[src/design/tcos_pkg.sv]
package tcos_pkg;

    ////////////////////////////////////////////////////////////////////////////////
    // Widths
    localparam int CHANNELS = 4;
    localparam int DATA_W   = 8;
    localparam int ADDR_W   = 3;

    ////////////////////////////////////////////////////////////////////////////////
    // Register offsets
    localparam logic [ADDR_W-1:0] OFF_VALUE    = 3'h0;
    localparam logic [ADDR_W-1:0] OFF_GATE     = 3'h1;
    localparam logic [ADDR_W-1:0] OFF_POLARITY = 3'h2;
    localparam logic [ADDR_W-1:0] OFF_MODE     = 3'h3;
    localparam logic [ADDR_W-1:0] OFF_PIN      = 3'h4;
    localparam logic [ADDR_W-1:0] OFF_IGNORED  = 3'h5;

    ////////////////////////////////////////////////////////////////////////////////
    // Field positions: channel n sits in bit n of every register
    localparam int FIELD_CHAN_LSB = 0;

    ////////////////////////////////////////////////////////////////////////////////
    // Reset values
    localparam logic [CHANNELS-1:0] RST_VALUE    = 4'h0;
    localparam logic [CHANNELS-1:0] RST_GATE     = 4'h0;
    localparam logic [CHANNELS-1:0] RST_POLARITY = 4'h0;
    localparam logic [CHANNELS-1:0] RST_MODE     = 4'h0;
    localparam logic [CHANNELS-1:0] RST_IGNORED  = 4'h0;
    localparam logic [DATA_W-1:0]   RST_RDATA    = 8'h00;

    // Channel 0 is always a master, so its mode bit is fixed at zero
    localparam logic [CHANNELS-1:0] MODE_WRITABLE = 4'he;

    // Master interrupts that set each slave channel, four bits per channel
    localparam logic [4*CHANNELS-1:0] MASTER_MAP = 16'h4150;

    ////////////////////////////////////////////////////////////////////////////////
    // Types
    typedef enum logic {
        MODE_INDEPENDENT = 1'b0,
        MODE_SLAVE       = 1'b1
    } tcos_mode_t;

    typedef struct packed {
        logic [ADDR_W-1:0] addr;
        logic [DATA_W-1:0] wdata;
        logic              wr;
        logic              rd;
    } tcos_bus_req_t;

    typedef struct packed {
        logic gate;
        logic mode;
        logic polarity;
    } tcos_chan_cfg_t;

endpackage

[src/design/tcos_chan.sv]
`timescale 1ns/100ps
module tcos_chan (
    // Clock and reset
    input  wire logic                    clock,
    input  wire logic                    rst_n,
    // Configuration
    input  wire tcos_pkg::tcos_chan_cfg_t cfg,
    // Software write to the value bit
    input  wire logic                    sw_write,
    input  wire logic                    sw_data,
    // Timer events
    input  wire logic                    own_irq,
    input  wire logic                    master_irq,
    // Results
    output logic                         value,
    output logic                         pin
);

    logic next_value;
    logic next_pin;

    always_comb begin
        next_value = value;
        if (!cfg.gate) begin
            // Timer activity has no effect here; only software moves the bit
            if (sw_write) begin
                next_value = sw_data;
            end
        end else begin
            case (tcos_pkg::tcos_mode_t'(cfg.mode))
                tcos_pkg::MODE_INDEPENDENT: begin
                    if (own_irq) begin
                        next_value = ~value;
                    end
                end
                tcos_pkg::MODE_SLAVE: begin
                    // Set wins when master and slave fire together
                    if (master_irq) begin
                        next_value = 1'b1;
                    end else if (own_irq) begin
                        next_value = 1'b0;
                    end
                end
                default: begin
                    next_value = value;
                end
            endcase
        end
        // Value 1 is the active state; polarity picks its level on the pin
        next_pin = cfg.polarity ? ~next_value : next_value;
    end

    always_ff @(posedge clock or negedge rst_n) begin
        if (!rst_n) begin
            value <= 1'b0;
            pin   <= 1'b0;
        end else begin
            value <= next_value;
            pin   <= next_pin;
        end
    end

endmodule

[src/design/tcos_top.sv]
// Decided for this implementation: the register offsets and strobed register access.
`timescale 1ns/100ps
module tcos_top (
    // Clock and reset
    input  wire logic                             clock,
    input  wire logic                             rst_n,
    // Register port
    input  wire tcos_pkg::tcos_bus_req_t          bus_req,
    output logic [tcos_pkg::DATA_W-1:0]           rd_data,
    // Timer channel interrupt requests, one-cycle pulses
    input  wire logic [tcos_pkg::CHANNELS-1:0]    chan_irq,
    // Timer output pins
    output logic [tcos_pkg::CHANNELS-1:0]         pin_out
);

    ////////////////////////////////////////////////////////////////////////////////
    // Decoding

    function automatic logic write_hit(
        input tcos_pkg::tcos_bus_req_t req,
        input logic [tcos_pkg::ADDR_W-1:0] off
    );
        write_hit = req.wr && (req.addr == off);
    endfunction

    function automatic logic [tcos_pkg::DATA_W-1:0] widen(
        input logic [tcos_pkg::CHANNELS-1:0] bits
    );
        // Bits above the channels always read as zero
        widen = {{(tcos_pkg::DATA_W - tcos_pkg::CHANNELS){1'b0}}, bits};
    endfunction

    ////////////////////////////////////////////////////////////////////////////////
    // Declarations

    logic [tcos_pkg::CHANNELS-1:0] gate;
    logic [tcos_pkg::CHANNELS-1:0] polarity;
    logic [tcos_pkg::CHANNELS-1:0] mode;
    logic [tcos_pkg::CHANNELS-1:0] ignored;
    logic [tcos_pkg::CHANNELS-1:0] next_gate;
    logic [tcos_pkg::CHANNELS-1:0] next_polarity;
    logic [tcos_pkg::CHANNELS-1:0] next_mode;
    logic [tcos_pkg::CHANNELS-1:0] next_ignored;
    logic [tcos_pkg::DATA_W-1:0]   next_rd_data;

    logic [tcos_pkg::CHANNELS-1:0] value;
    logic [tcos_pkg::CHANNELS-1:0] chan_pin;
    logic [tcos_pkg::CHANNELS-1:0] value_write;
    logic [tcos_pkg::CHANNELS-1:0] value_refused;
    logic [tcos_pkg::CHANNELS-1:0] master_irq;
    logic [tcos_pkg::CHANNELS-1:0] wdata_chan;

    assign wdata_chan = bus_req.wdata[tcos_pkg::FIELD_CHAN_LSB +: tcos_pkg::CHANNELS];

    ////////////////////////////////////////////////////////////////////////////////
    // Configuration registers

    always_comb begin
        next_gate     = gate;
        next_polarity = polarity;
        next_mode     = mode;
        if (write_hit(bus_req, tcos_pkg::OFF_GATE)) begin
            next_gate = wdata_chan;
        end
        if (write_hit(bus_req, tcos_pkg::OFF_POLARITY)) begin
            next_polarity = wdata_chan;
        end
        if (write_hit(bus_req, tcos_pkg::OFF_MODE)) begin
            next_mode = wdata_chan & tcos_pkg::MODE_WRITABLE;
        end
    end

    always_ff @(posedge clock or negedge rst_n) begin
        if (!rst_n) begin
            gate     <= tcos_pkg::RST_GATE;
            polarity <= tcos_pkg::RST_POLARITY;
            mode     <= tcos_pkg::RST_MODE;
        end else begin
            gate     <= next_gate;
            polarity <= next_polarity;
            mode     <= next_mode;
        end
    end

    ////////////////////////////////////////////////////////////////////////////////
    // Value writes: accepted only where the gate is off

    always_comb begin
        value_write   = '0;
        value_refused = '0;
        if (write_hit(bus_req, tcos_pkg::OFF_VALUE)) begin
            // The gate seen is the one already in force, not one written now
            value_write   = ~gate;
            value_refused = gate;
        end
    end

    ////////////////////////////////////////////////////////////////////////////////
    // Refused-write flags, cleared by writing ones

    always_comb begin
        next_ignored = ignored;
        if (write_hit(bus_req, tcos_pkg::OFF_IGNORED)) begin
            next_ignored = ignored & ~wdata_chan;
        end
        // A refusal in the clearing cycle is kept
        next_ignored = next_ignored | value_refused;
    end

    always_ff @(posedge clock or negedge rst_n) begin
        if (!rst_n) begin
            ignored <= tcos_pkg::RST_IGNORED;
        end else begin
            ignored <= next_ignored;
        end
    end

    ////////////////////////////////////////////////////////////////////////////////
    // Channels

    genvar n;
    generate
        for (n = 0; n < tcos_pkg::CHANNELS; n++) begin : g_chan
            tcos_pkg::tcos_chan_cfg_t cfg;

            // Any master listed for this channel may set it in slave mode
            assign master_irq[n] =
                |(chan_irq & tcos_pkg::MASTER_MAP[4*n +: tcos_pkg::CHANNELS]);
            assign cfg.gate     = gate[n];
            assign cfg.mode     = mode[n];
            assign cfg.polarity = polarity[n];

            tcos_chan u_chan (
                .clock      (clock),
                .rst_n      (rst_n),
                .cfg        (cfg),
                .sw_write   (value_write[n]),
                .sw_data    (wdata_chan[n]),
                .own_irq    (chan_irq[n]),
                .master_irq (master_irq[n]),
                .value      (value[n]),
                .pin        (chan_pin[n])
            );
        end
    endgenerate

    // Pins come straight from the channel flops
    assign pin_out = chan_pin;

    ////////////////////////////////////////////////////////////////////////////////
    // Read port

    always_comb begin
        next_rd_data = tcos_pkg::RST_RDATA;
        if (bus_req.rd) begin
            case (bus_req.addr)
                tcos_pkg::OFF_VALUE: begin
                    next_rd_data = widen(value);
                end
                tcos_pkg::OFF_GATE: begin
                    next_rd_data = widen(gate);
                end
                tcos_pkg::OFF_POLARITY: begin
                    next_rd_data = widen(polarity);
                end
                tcos_pkg::OFF_MODE: begin
                    next_rd_data = widen(mode);
                end
                tcos_pkg::OFF_PIN: begin
                    next_rd_data = widen(chan_pin);
                end
                tcos_pkg::OFF_IGNORED: begin
                    next_rd_data = widen(ignored);
                end
                default: begin
                    // Unmapped offsets read as zero
                    next_rd_data = tcos_pkg::RST_RDATA;
                end
            endcase
        end
    end

    always_ff @(posedge clock or negedge rst_n) begin
        if (!rst_n) begin
            rd_data <= tcos_pkg::RST_RDATA;
        end else begin
            rd_data <= next_rd_data;
        end
    end

endmodule

[config.mk]
export PLATFORM = sky130hd
export DESIGN_NAME = tcos_top
export DESIGN_NICKNAME = d
export VERILOG_FILES = /design/src/design/tcos_pkg.sv /design/src/design/tcos_chan.sv /design/src/design/tcos_top.sv
export SDC_FILE = /design/constraint.sdc
export NUM_CORES = 1
export LEC_CHECK = 0
export BUFFER_PORTS_ARGS = -buffer_cell sky130_fd_sc_hd__buf_2
export CORE_MARGIN = 1
export CORE_UTILIZATION = 54
export DETAILED_ROUTE_END_ITERATION = 10
export PLACE_DENSITY = 0.79
export SLEW_MARGIN = 20
export SYNTH_ARGS = -nofsm -noshare
export SYNTH_HDL_FRONTEND = slang
export SYNTH_SLANG_ARGS = --single-unit
export TNS_END_PERCENT = 5
[constraint.sdc]
create_clock -name clock -period 1.68 [get_ports clock]
set_input_delay 0.252 -clock clock [delete_from_list [all_inputs] [get_ports clock]]
set_output_delay 0.252 -clock clock [all_outputs]
set_load 0.005 [all_outputs]
==> reports/qor.csv <==
metric;value;unit
rsz0062_at_grt;false;
final_max_slew_viol_count;0;
firstDrtPassIters;4;
power_frac_seq;0.528;
syn_inst;127;
grt_max_degree;28;
p_switching;592;µW
route.detailed.drc;0;
finalWirelength;2.75;mm
via_per_inst;5.58;
status;finished, final reports clean;
postCtsSetupBuffers;0;
areaGrowthSynthToFinish;10.4;%
die_x;54.6;µm
post-route-period-util;0.824;
cts_tree;built;
r2r_slack;300;ps
p_int;1.30;mW
grt-ovfl-total;0;
antenna_found_initial;0;
path_max_fanout;3;
ir_drop;0.000715;V
fillCellCount;228;
dp_slack;136;ps
synth_area;1490;µm²
max_freq;723;MHz
die_area;2980;µm²
cts_hold_buffers;1;
yosysTopAreaCellShare;0.452;
final_hold_viol_count;0;
critPathLaunch;g_chan[3].u_chan.value$_DFF_PN0_;
place_inst;176;
endpoint_kind;flip-flop;
skew;0.657;ps
setup_viol;0;
die_h;54.6;µm
drt_iter0_markers;11;
relSlewSlack;0.606;
ctsResizeCount;0;
grt_pass1_vias;987;
core-area;2540;µm²
layout_common_cells;27 x dfrtp_1, 22 x buf_2, 15 x mux2_2, 10 x nand2_1;
p_sw_frac;0.313;
rr_startpoint;g_chan[3].u_chan.value$_DFF_PN0_;
setup_tns;0;ps
ant_nets;0;
holdCritStartpoint;bus_req[0];
start_kind;flip-flop;
final_nets;174;
instances_no_fill;181;
num_rows;18;
finalWorstSetupSlack;296;ps
syn_area_per_cell;11.8;µm²
clk_latency;310;ps
netlist.top_cell.by_area;dfrtp_1;
port-buffer-count;22;
clk_pin_slew;140;ps
layout_commonest_cell;dfrtp_1;
seq_area_frac_synth;0.452;
worst_pin_slew;590;ps
critPathRequiredTime;1930;ps
globalplace.congestion;0.823;
vias;1010;
wire_per_inst;15.2;µm
period_needed;1380;ps
path_class;reg2reg;
grt_pass1_wl;4.40;mm
ys.warnings.count;0;
cts_sinks;27;
grt.total_usage;0.217;
arrival;1640;ps
fin_util;0.648;
synthTopCellsByArea;dfrtp_1 45%, mux2_2 11%, mux2i_1 5.4%, buf_4 4.0%, mux2i_2 3.7%;
io_pins;31;
comb_power_share;0.328;
min_path_type;in2reg;
drv_cap;0;
htree_levels;1;
diodes;0;
start_util;0.587;
p_leak;0.759;nW
final_layout_size_suffix_gt1_frac;0.364;
power.total;1.89;mW
synth_cell_types;34;
p_per_area;1150;nW/µm²
clkPwrFrac;0.144;
cts_buffers;3;
synth-seq-cells;27;
hpwl;2.16;mm
root_buffer;clkbuf_4;
clock_path_buffers;2;
[cell usage after synthesis]
master	n
mux2i_2	4
inv_1	3
nand2_1	10
nor2b_1	2
buf_2	2
mux2_2	15
nand3_1	1
mux2i_1	8
nor3_1	1
nor3b_2	1
o21ai_0	2
buf_6	2
clkbuf_1	2
nor4bb_1	1
a211oi_1	6
nand4bb_1	1
ha_1	3
a22o_1	4
o22a_1	1
nor4b_4	1
nor2_1	3
a21boi_0	1
xor2_1	4
conb_1	1
xnor2_1	1
and4bb_2	1
o21a_1	2
or2b_1	1
buf_4	8
a21oi_1	5
nand2b_1	1
nand3b_1	1
nand4b_1	1
dfrtp_1	27
[worst paths after layout]
check	endpoint	depth (start not counted)
worst min-delay path	rd_data[0]$_DFF_PN0_	3
worst max register to register	g_chan[3].u_chan.pin$_DFF_PN0_	4
max in group asynchronous	g_chan[1].u_chan.value$_DFF_PN0_	2
min in group asynchronous	rd_data[0]$_DFF_PN0_	2
worst min register to register	g_chan[1].u_chan.pin$_DFF_PN0_	1
worst max-delay path	g_chan[3].u_chan.pin$_DFF_PN0_	4
[state kept, by name, indices dropped and copies added (netlist names)]
name and flops:
ignored 4, g_chan.u_chan.value 4, gate 4, mode 3, rd_data 4, polarity 4, g_chan.u_chan.pin 4
[metal layers]
layer,GRT usage,part of all wire,up-vias
met5,0,0,-
met4,0.0641,0.0055,0
met3,0.0333,0.040,2
met2,0.386,0.52,27
met1,0.269,0.44,492
li1,-,-,489
[power by group through the flow]
stage	Sequential, mW	Clock, mW	Combinational (mW)
after floorplan	0.975	0	0.533
after CTS	1.00	0.289	0.633
final	0.999	0.272	0.621
after detailed placement	1.02	0	0.630
after global routing	1.03	0.317	0.684
after global placement	1.00	0	0.593
[critical path, cell delays in order, from the launching register on]
cell and delay, ps:
dfrtp_1 420, ha_1 280, mux2_2 270, mux2i_2 190, xor2_1 160
[per-stage QoR]
stage               hold WS (ps)  cell area (µm²)
floorplan                  -43.6             1510
global placement             283             1610
detailed placement           295             1610
CTS                          176             1650
global route                 172             1650
finish                       194             1650
[cells by family after synthesis]
family	after synthesis	synth area share
AOI/OAI and AO/OA	21	0.0980
other	1	0.00251
buffers and inverters	17	0.0745
and+or+nand+nor	26	0.115
DFF	27	0.452
xor gates and xnor gates	5	0.0293
adders and majority gates	3	0.0251
muxes	27	0.204
[final cells by class]
| cell class | instances | area, µm² | area share |
|---|---|---|---|
| Clock buffer | 4 | 26.3 | 0.0159 |
| Multi-Input combinational cell | 86 | 718 | 0.436 |
| Inverter | 3 | 11.3 | 0.00683 |
| Sequential cell | 27 | 676 | 0.410 |
| Timing Repair Buffer | 31 | 180 | 0.109 |
| Tap cell | 30 | 37.5 | 0.0228 |
(Power assumes the default switching activity.)
